==> config.mk <==
export PLATFORM = sky130hd
export DESIGN_NAME = bspg_regs
export DESIGN_NICKNAME = d
export VERILOG_FILES = /design/src/bspg_pkg.sv /design/src/bspg_limit_dec.sv /design/src/bspg_regs.sv /design/src/bspg_rst_sync.sv
export SDC_FILE = /design/constraint.sdc
export NUM_CORES = 1
export LEC_CHECK = 0
export BUFFER_PORTS_ARGS = -buffer_cell sky130_fd_sc_hd__buf_2
export CAP_MARGIN = 0
export CELL_PAD_IN_SITES_DETAIL_PLACEMENT = 1
export CELL_PAD_IN_SITES_GLOBAL_PLACEMENT = 2
export CORE_MARGIN = 1.5
export CORE_UTILIZATION = 31
export CTS_CLUSTER_DIAMETER = 60
export DETAILED_ROUTE_END_ITERATION = 8
export PLACE_DENSITY = 0.81
export SLEW_MARGIN = 5
export SYNTH_ARGS = -nofsm -noshare
export SYNTH_HDL_FRONTEND = slang
export SYNTH_SLANG_ARGS = --single-unit
==> constraint.sdc <==
create_clock -name clk_i -period 3.2 [get_ports clk_i]
set_input_delay 0.32 -clock clk_i [delete_from_list [all_inputs] [get_ports clk_i]]
set_output_delay 0.32 -clock clk_i [all_outputs]
set_load 0.1 [all_outputs]
==> src/bspg_pkg.sv <==
package bspg_pkg;

  // ***************************************************************
  // Register offsets on the serial control port
  // ***************************************************************
  localparam logic [7:0] BSPG_OFS_RAIL4_SET_A = 8'h14;
  localparam logic [7:0] BSPG_OFS_RAIL4_SET_B = 8'h15;
  localparam logic [7:0] BSPG_OFS_RAIL1_WIN = 8'h18;
  localparam logic [7:0] BSPG_OFS_RAIL2_WIN = 8'h19;
  localparam logic [7:0] BSPG_OFS_RAIL3_WIN = 8'h1A;

  // ***************************************************************
  // Reset values, field positions, sizes
  // ***************************************************************
  localparam logic [7:0] BSPG_RST_SETPOINT = 8'h00;
  localparam logic [7:0] BSPG_RST_WINDOW = 8'h00;
  localparam logic [7:0] BSPG_RDATA_NONE = 8'h00;
  localparam int BSPG_RSVD_MSB = 7;
  localparam int BSPG_RSVD_LSB = 6;
  localparam int BSPG_LOW_MSB = 5;
  localparam int BSPG_LOW_LSB = 3;
  localparam int BSPG_HIGH_MSB = 2;
  localparam int BSPG_HIGH_LSB = 0;
  localparam int BSPG_RAILS = 3;
  localparam int BSPG_SYNC_STAGES = 2;

  // ***************************************************************
  // Threshold magnitudes: percent x10 or millivolts, same figure
  // ***************************************************************
  localparam logic [6:0] BSPG_MAG_C0 = 7'h1E;
  localparam logic [6:0] BSPG_MAG_C1 = 7'h23;
  localparam logic [6:0] BSPG_MAG_C2 = 7'h28;
  localparam logic [6:0] BSPG_MAG_C3 = 7'h32;
  localparam logic [6:0] BSPG_MAG_C4 = 7'h3C;
  localparam logic [6:0] BSPG_MAG_C5 = 7'h46;
  localparam logic [6:0] BSPG_MAG_C6 = 7'h50;
  localparam logic [6:0] BSPG_MAG_C7 = 7'h64;

  // ***************************************************************
  // Types
  // ***************************************************************
  typedef struct packed {
    logic [1:0] rsvd;
    logic [2:0] low_limit;
    logic [2:0] high_limit;
  } bspg_window_t;

  typedef struct packed {
    logic [7:0] rail4_code_a;
    logic [7:0] rail4_code_b;
    bspg_window_t [BSPG_RAILS-1:0] win;
  } bspg_regs_t;

  typedef struct packed {
    logic valid;
    logic write;
    logic [7:0] addr;
    logic [7:0] wdata;
  } bspg_req_t;

  typedef struct packed {
    logic ack;
    logic hit;
    logic [7:0] rdata;
  } bspg_rsp_t;

  typedef struct packed {
    logic [6:0] low_mag;
    logic [6:0] high_mag;
    logic in_mv;
  } bspg_limit_t;

  typedef struct packed {
    bspg_regs_t regs;
    bspg_rsp_t rsp;
    logic loaded;
    logic [BSPG_RAILS-1:0] range_s1;
    logic [BSPG_RAILS-1:0] range_s2;
    bspg_limit_t [BSPG_RAILS-1:0] lim;
  } bspg_state_t;

  typedef enum logic [2:0] {
    BSPG_SEL_NONE,
    BSPG_SEL_SET_A,
    BSPG_SEL_SET_B,
    BSPG_SEL_WIN1,
    BSPG_SEL_WIN2,
    BSPG_SEL_WIN3
  } bspg_sel_t;

  // ***************************************************************
  // Address decode, shared by read and write paths
  // ***************************************************************
  function automatic bspg_sel_t bspg_decode(input logic [7:0] addr);
    bspg_sel_t sel;
    sel = BSPG_SEL_NONE;
    unique case (addr)
      BSPG_OFS_RAIL4_SET_A: sel = BSPG_SEL_SET_A;
      BSPG_OFS_RAIL4_SET_B: sel = BSPG_SEL_SET_B;
      BSPG_OFS_RAIL1_WIN: sel = BSPG_SEL_WIN1;
      BSPG_OFS_RAIL2_WIN: sel = BSPG_SEL_WIN2;
      BSPG_OFS_RAIL3_WIN: sel = BSPG_SEL_WIN3;
      default: sel = BSPG_SEL_NONE;
    endcase
    return sel;
  endfunction

endpackage

==> src/bspg_limit_dec.sv <==
`timescale 1ns/1ps
`default_nettype none

module bspg_limit_dec
  import bspg_pkg::*;
(
  input wire logic [2:0] code_i,   // Stored 3-bit threshold code
  output logic [6:0] mag_o         // Magnitude, percent x10 or mV
);

  // Eight-code table shared by low and high limits of every rail
  always_comb begin
    mag_o = BSPG_MAG_C0;
    unique case (code_i)
      3'h0: mag_o = BSPG_MAG_C0;
      3'h1: mag_o = BSPG_MAG_C1;
      3'h2: mag_o = BSPG_MAG_C2;
      3'h3: mag_o = BSPG_MAG_C3;
      3'h4: mag_o = BSPG_MAG_C4;
      3'h5: mag_o = BSPG_MAG_C5;
      3'h6: mag_o = BSPG_MAG_C6;
      3'h7: mag_o = BSPG_MAG_C7;
    endcase
  end

endmodule

`default_nettype wire

==> src/bspg_regs.sv <==
// Overview of operation
// - Offset 0x14 holds rail 4 setpoint code A, 8 bits RW, reset 0x00, store-loaded.
// - Offset 0x15 holds rail 4 setpoint code B, 8 bits RW, store-loaded.
// - Rail 1 window bits 5:3 pick low limit, -3% up to -10%.
// - Rail 1 window bits 2:0 pick high limit, +3% up to +10%.
// - Rail 1 window at 0x18, reset 0x00, bits 7:6 reserved RW.
// - Rail 2 window at 0x19, reset 0x00, same layout as rail 1.
// - Rail 2 low limit bits 5:3 use the shared eight-code table.
// - Rail 2 high limit bits 2:0 use the shared eight-code table.
// - Rail 3 window sits at 0x1A, reset 0x00.
// - Rail 3 window holds low and high limits, shared table, store-loaded.
`timescale 1ns/1ps
`default_nettype none

module bspg_regs
  import bspg_pkg::*;
(
  input wire logic clk_i,                          // 200 MHz system clock
  input wire logic nrst_i,                         // Async reset, active low
  input wire bspg_req_t req_i,                     // Request from serial port logic
  output bspg_rsp_t rsp_o,                         // Answer, one cycle later
  input wire logic nvm_load_i,                     // Pulse: load defaults from store
  input wire bspg_regs_t nvm_image_i,              // Defaults from nonvolatile_store
  input wire logic [BSPG_RAILS-1:0] mv_range_i,    // Pin: rail uses mV limits
  output logic [7:0] rail4_code_a_o,               // Setpoint code A of rail 4
  output logic [7:0] rail4_code_b_o,               // Setpoint code B of rail 4
  output bspg_limit_t [BSPG_RAILS-1:0] limit_o,    // Decoded window per rail
  output logic loaded_o                            // Defaults have been loaded
);

  // ***************************************************************
  // Reset release and state
  // ***************************************************************
  logic rst_n;
  bspg_state_t st_q;
  bspg_state_t st_d;
  bspg_sel_t sel;
  logic [6:0] low_mag_w [BSPG_RAILS];
  logic [6:0] high_mag_w [BSPG_RAILS];

  bspg_rst_sync u_rst_sync (
    .clk_i(clk_i),
    .nrst_i(nrst_i),
    .rst_n_o(rst_n)
  );

  // ***************************************************************
  // Threshold decode, one pair of tables per rail
  // ***************************************************************
  for (genvar g = 0; g < BSPG_RAILS; g++) begin : g_rail
    bspg_limit_dec u_low (
      .code_i(st_q.regs.win[g].low_limit),
      .mag_o(low_mag_w[g])
    );
    bspg_limit_dec u_high (
      .code_i(st_q.regs.win[g].high_limit),
      .mag_o(high_mag_w[g])
    );
  end

  assign sel = bspg_decode(req_i.addr);

  // ***************************************************************
  // Next-state logic
  // ***************************************************************
  // Store load outranks a host write in the same cycle, so the
  // defaults always land intact after power-up
  always_comb begin
    st_d = st_q;
    st_d.rsp = '0;
    // Range pin crosses in through two flops before use
    st_d.range_s1 = mv_range_i;
    st_d.range_s2 = st_q.range_s1;
    for (int i = 0; i < BSPG_RAILS; i++) begin
      st_d.lim[i].low_mag = low_mag_w[i];
      st_d.lim[i].high_mag = high_mag_w[i];
      st_d.lim[i].in_mv = st_q.range_s2[i];
    end
    if (req_i.valid) begin
      st_d.rsp.ack = 1'b1;
      st_d.rsp.hit = (sel != BSPG_SEL_NONE);
      // Reads return the old value on a same-cycle write
      unique case (sel)
        BSPG_SEL_SET_A: st_d.rsp.rdata = st_q.regs.rail4_code_a;
        BSPG_SEL_SET_B: st_d.rsp.rdata = st_q.regs.rail4_code_b;
        BSPG_SEL_WIN1: st_d.rsp.rdata = st_q.regs.win[0];
        BSPG_SEL_WIN2: st_d.rsp.rdata = st_q.regs.win[1];
        BSPG_SEL_WIN3: st_d.rsp.rdata = st_q.regs.win[2];
        BSPG_SEL_NONE: st_d.rsp.rdata = BSPG_RDATA_NONE;
      endcase
      if (req_i.write && !nvm_load_i) begin
        unique case (sel)
          BSPG_SEL_SET_A: st_d.regs.rail4_code_a = req_i.wdata;
          BSPG_SEL_SET_B: st_d.regs.rail4_code_b = req_i.wdata;
          // Reserved bits 7:6 are kept as written
          BSPG_SEL_WIN1: st_d.regs.win[0] = req_i.wdata;
          BSPG_SEL_WIN2: st_d.regs.win[1] = req_i.wdata;
          BSPG_SEL_WIN3: st_d.regs.win[2] = req_i.wdata;
          BSPG_SEL_NONE: st_d.regs = st_q.regs;
        endcase
      end
    end
    if (nvm_load_i) begin
      st_d.regs = nvm_image_i;
      st_d.loaded = 1'b1;
    end
  end

  // ***************************************************************
  // State register
  // ***************************************************************
  always_ff @(posedge clk_i or negedge rst_n) begin
    if (!rst_n) begin
      st_q <= '0;
      st_q.regs.rail4_code_a <= BSPG_RST_SETPOINT;
      st_q.regs.rail4_code_b <= BSPG_RST_SETPOINT;
      st_q.regs.win[0] <= BSPG_RST_WINDOW;
      st_q.regs.win[1] <= BSPG_RST_WINDOW;
      st_q.regs.win[2] <= BSPG_RST_WINDOW;
      st_q.lim[0].low_mag <= BSPG_MAG_C0;
      st_q.lim[0].high_mag <= BSPG_MAG_C0;
      st_q.lim[1].low_mag <= BSPG_MAG_C0;
      st_q.lim[1].high_mag <= BSPG_MAG_C0;
      st_q.lim[2].low_mag <= BSPG_MAG_C0;
      st_q.lim[2].high_mag <= BSPG_MAG_C0;
    end else begin
      st_q <= st_d;
    end
  end

  // ***************************************************************
  // Outputs, all straight from flops
  // ***************************************************************
  assign rsp_o = st_q.rsp;
  assign rail4_code_a_o = st_q.regs.rail4_code_a;
  assign rail4_code_b_o = st_q.regs.rail4_code_b;
  assign limit_o = st_q.lim;
  assign loaded_o = st_q.loaded;

  // Offset list kept apart from the decoder, so a decode slip shows up
  logic req_mapped;
  assign req_mapped = req_i.addr inside {BSPG_OFS_RAIL4_SET_A, BSPG_OFS_RAIL4_SET_B,
    BSPG_OFS_RAIL1_WIN, BSPG_OFS_RAIL2_WIN, BSPG_OFS_RAIL3_WIN};
endmodule

`default_nettype wire

==> src/bspg_rst_sync.sv <==
`timescale 1ns/1ps
`default_nettype none

module bspg_rst_sync
  import bspg_pkg::*;
(
  input wire logic clk_i,      // System clock
  input wire logic nrst_i,     // Raw reset, active low
  output logic rst_n_o         // Released reset, active low
);

  logic [BSPG_SYNC_STAGES-1:0] st_q;
  logic [BSPG_SYNC_STAGES-1:0] st_d;

  // Shift a one in after release; assertion stays asynchronous
  always_comb begin
    st_d = {st_q[BSPG_SYNC_STAGES-2:0], 1'b1};
  end

  always_ff @(posedge clk_i or negedge nrst_i) begin
    if (!nrst_i) begin
      st_q <= '0;
    end else begin
      st_q <= st_d;
    end
  end

  assign rst_n_o = st_q[BSPG_SYNC_STAGES-1];

endmodule

`default_nettype wire

==> out/summary.log <==
[synthesis] count of mapped cells out of synthesis 573
[setup_path] buffering stage count on the worst path with inverters included 1
[timing] unrepaired setup endpoints after global routing false
[synthesis] Mapped Avg Cell Area 10.26 µm²
[cts] clock sink count 104
[min_path] Hold WC Path Type in -> reg
[finish] ratio of cells with drive above 1 in the final layout 32.62%
[synthesis] sequential-to-total area share from yosys stat 44.77%
[placement] final estimated routing congestion in global placement 0.8010
[detailed_routing] sum of routed wire length over all layers 17530 µm
[timing] number of pins exceeding their max-slew limit in the final report 0
[finish] final instance area 0.006449 mm²
[grt] All-Layer GR Usage 17.81%
[setup_path] endpoint required time on the critical path 3.50 ns
[min_path] end point of the worst hold path st_d[45]
[detailed_routing] iteration count of the initial detailed-routing pass 4
[finish] Antenna Diode Count 0
[cts] Post-CTS Setup Inserts 0
[setup_path] Worst Path Class, Setup in -> reg
[grt] number of antenna violations at the first check in global routing 1
[timing] Final TNS setup 0 ns
[setup_path] worst flop-to-flop path endpoint rsp_o[2]
[detailed_routing] via density per instance 5.450
[finish] core occupancy in the finished layout 34.59%
[detailed_routing] highest metal layer used by the detailed router met5
[synthesis] Area contributors post-synth sky130_fd_sc_hd__dfrtp_1, sky130_fd_sc_hd__dfstp_2, sky130_fd_sc_hd__buf_4, sky130_fd_sc_hd__a41oi_1, sky130_fd_sc_hd__nor2b_1
[flow_run] reported max-cap violation count 0
[cts] number of instances resized during post-cts repair 0
[placement] number of port buffers 135
[setup_path] reg2reg path depth 3
[cts] number of CTS-inserted buffers 9
[placement] number of placed cells counting well taps 821
[detailed_routing] number of DRC violations after detailed routing 0
[detailed_routing] total number of vias 4567
[finish] commonest cells after routing, fill and taps aside sky130_fd_sc_hd__buf_2, sky130_fd_sc_hd__dfrtp_1, sky130_fd_sc_hd__a21oi_1
[cts] CTS Hold Buffers Added 1
[setup_path] CP cell instances buf_2 > or4b_2 > a311oi_1 > o221a_2
[min_path] Hold Crit Start mv_range_i[0]
[grt] maximum number of pins on one net before global-route repair 57
[cts] Clock transition at path regs 0.08 ns
[grt] grt ovf 0
[die] x dimension of the die 140.7 µm
[timing] final hold viol count 0
[timing] clock period minus final worst setup slack 2.092 ns
[synthesis] combined area of all synthesized cells 0.005881 mm²
[timing] maximum frequency from static timing analysis 477.9 MHz
[detailed_routing] routed wire length per instance 20.92 µm
[finish] area delta synth->final 9.659%
[pwr] pwr/cell area 601.1 mW/mm²
[grt] number of global-route vias before repair 4703
[finish] Fillers 2121
[finish] most common cell after layout, fill and taps aside sky130_fd_sc_hd__buf_2
[timing] slew at the pin closest to its max-slew limit 1.228 ns
[timing] final cycle utilization of the critical path 65.39%
[setup_path] crit-path leading delay family simple AND/OR/NAND/NOR gates
[min_path] Hold Path Depth 1
[cts] number of H-tree branching levels 3
[die] die height 140.7 µm
[setup_path] worst reg2reg startpoint st_q[64]
[setup_path] endpoint kind of the worst setup timing path register
[timing] number of endpoints failing setup at the final stage 0
[pwr] maximum vdd ir drop 0.0001861 V
[synthesis] Post-Synthesis Net Count 655
[detailed_routing] total length of routed met3 wires 1002 µm
[synthesis] number of warning messages in the yosys log 0
[die] ports placed on the boundary 136
[setup_path] highest cell delay on the worst timing path 1.18 ns
[synthesis] area leader, netlist sky130_fd_sc_hd__dfrtp_1
[detailed_routing] Post-Route M1 WL 7793 µm
[detailed_routing] initial DRC count 331
[die] starting density of the core 31.54%
[finish] nets@finish 681
[cts] Clock Path Buffers 2
[outcome] status finished clean
[pwr] static leakage 2.785 nW
[die] die area 0.01980 mm²
[setup_path] CP max FO 56
[synthesis] top cell type's share of synthesized area 34.04%
[setup_path] worst setup slack for register-to-register paths 1.67 ns
[setup_path] total number of cells along the worst setup path 4
[finish] Post-Layout Cell Count 838
[synthesis] count of state elements after synthesis 104
[timing] Rel. slew slack 18.10%
[cts] library cell used as clock root buffer sky130_fd_sc_hd__clkbuf_16
[placement] placed instance area 0.006141 mm²
[cts] CTS tree built
[timing] Clock Skews 0.01539 ns
[setup_path] slowest library cell on the worst path sky130_fd_sc_hd__or4b_2
[setup_path] Worst setup SP type input pin
[synthesis] number of library cell types mapped by synthesis 39
[setup_path] Arrival @ worst endpoint 2.40 ns
[die] area of the core region 0.01864 mm²
[detailed_routing] number of nets with antenna violations after detailed routing 0
[grt] wire length of the first global-routing pass 27210 µm
[die] site row count 50
[cts] clock latency at the later pin of the worst-skew pair 0.36 ns
[placement] Final HPWL DP 12600 µm
[detailed_routing] total met2 wirelength after detailed routing 8298 µm
## through the flow
| stage | hold slack (ns) | setup WS [ns] | total power, mW |
|---|---|---|---|
| CTS | 0.05757 | 1.120 | 3.917 |
| global route | 0.05872 | 1.017 | 4.032 |
| finish | 0.06819 | 1.108 | 3.876 |
| global placement | 0.1060 | 0.8601 | 2.768 |
| detailed placement | 0.1106 | 0.7326 | 2.800 |
| floorplan | 0.02441 | 0.1303 | 2.678 |
## cells by family (layout without fill, tap and decap cells)
logic type,Yosys count,after routing,share of synthesized area [%]
buffers and inverters,150,181,14.62
flip-flops,104,104,44.77
AO/OA/AOI/OAI,162,162,20.00
other,1,1,0.06377
multiplexers,13,13,2.213
adder cells (fa/ha/maj),18,18,3.830
AND/OR/NAND/NOR,125,125,14.51
## worst max-delay path by stage
stage	from	slack (ns)	to
5_1_grt	req_i[13]	1.02	st_q[82]
6_report	req_i[13]	1.11	rsp_o[7]
4_1_cts	req_i[13]	1.12	st_q[83]
2_1_floorplan	u_rst_sync.st_q[1]	0.13	limit_o[0]
3_5_place_dp	req_i[13]	0.73	st_q[83]
3_3_place_gp	req_i[13]	0.86	rsp_o[0]
## per-layer routing
| layer | GRT usage, % | up-vias |
|---|---|---|
| li1 | - | 2064 |
| met1 | 24.08 | 2295 |
| met2 | 28.05 | 178 |
| met3 | 3.533 | 28 |
| met4 | 7.018 | 2 |
| met5 | 0 | - |
## final cells by class
type / instances / area, µm² / area share [%]
clock inverter: 7 / 72.57 / 1.125
timing repair buffer: 144 / 745.7 / 11.56
multi-input combinational: 319 / 2397 / 37.18
inverter: 21 / 78.83 / 1.222
tap: 234 / 292.8 / 4.540
clock buffer: 9 / 225.2 / 3.492
sequential: 104 / 2636 / 40.88
## sequential cells by signal, summed over array words and instances, names as in the netlist
signal,cells
limit_o,45
loaded_o,1
rail4_code_a_o,8
rail4_code_b_o,8
rsp_o,10
st_d,6
st_q,24
u_rst_sync.st_q,2
## power breakdown
part / switching, mW / total [mW] / internal (mW) / leakage [nW]
Combinational: 0.979 / 1.20 / 0.219 / 1.45
Clock: 0.553 / 1.11 / 0.553 / 0.143
Sequential: 0.103 / 1.57 / 1.47 / 1.19
## cell usage after synthesis
cell type,number
sky130_fd_sc_hd__dfrtp_1,80
sky130_fd_sc_hd__buf_4,72
sky130_fd_sc_hd__a21oi_1,48
sky130_fd_sc_hd__nor2b_1,47
sky130_fd_sc_hd__a41oi_1,40
sky130_fd_sc_hd__clkbuf_1,39
sky130_fd_sc_hd__o31ai_1,32
sky130_fd_sc_hd__dfstp_2,24
sky130_fd_sc_hd__inv_1,19
sky130_fd_sc_hd__ha_1,18
sky130_fd_sc_hd__nand3b_1,16
sky130_fd_sc_hd__buf_2,15
sky130_fd_sc_hd__mux2i_1,13
sky130_fd_sc_hd__nand4b_1,10
sky130_fd_sc_hd__nor2_1,10
sky130_fd_sc_hd__a211oi_1,8
sky130_fd_sc_hd__a311oi_1,8
sky130_fd_sc_hd__and2_1,8
sky130_fd_sc_hd__and3_1,8
sky130_fd_sc_hd__nand2_1,8
sky130_fd_sc_hd__o21ai_0,8
sky130_fd_sc_hd__o41ai_1,8
sky130_fd_sc_hd__o221a_2,6
sky130_fd_sc_hd__or4bb_1,6
sky130_fd_sc_hd__a21boi_0,2
sky130_fd_sc_hd__and4b_1,2
sky130_fd_sc_hd__buf_1,2
sky130_fd_sc_hd__clkinv_1,2
sky130_fd_sc_hd__nand4bb_1,2
sky130_fd_sc_hd__o221a_1,2
sky130_fd_sc_hd__or2_2,2
sky130_fd_sc_hd__buf_6,1
sky130_fd_sc_hd__conb_1,1
sky130_fd_sc_hd__nand2b_1,1
sky130_fd_sc_hd__nand4b_2,1
sky130_fd_sc_hd__nor2_2,1
sky130_fd_sc_hd__nor4b_2,1
sky130_fd_sc_hd__or3b_2,1
sky130_fd_sc_hd__or4b_1,1
## worst reg2reg max path, cell delays in order, from the launching register on
cell and delay [ns]:
sky130_fd_sc_hd__dfrtp_1 0.55, sky130_fd_sc_hd__or4bb_1 0.42, sky130_fd_sc_hd__a311oi_1 0.27, sky130_fd_sc_hd__o221a_2 0.23
No activity file was read; power rests on OpenSTA's default activity.
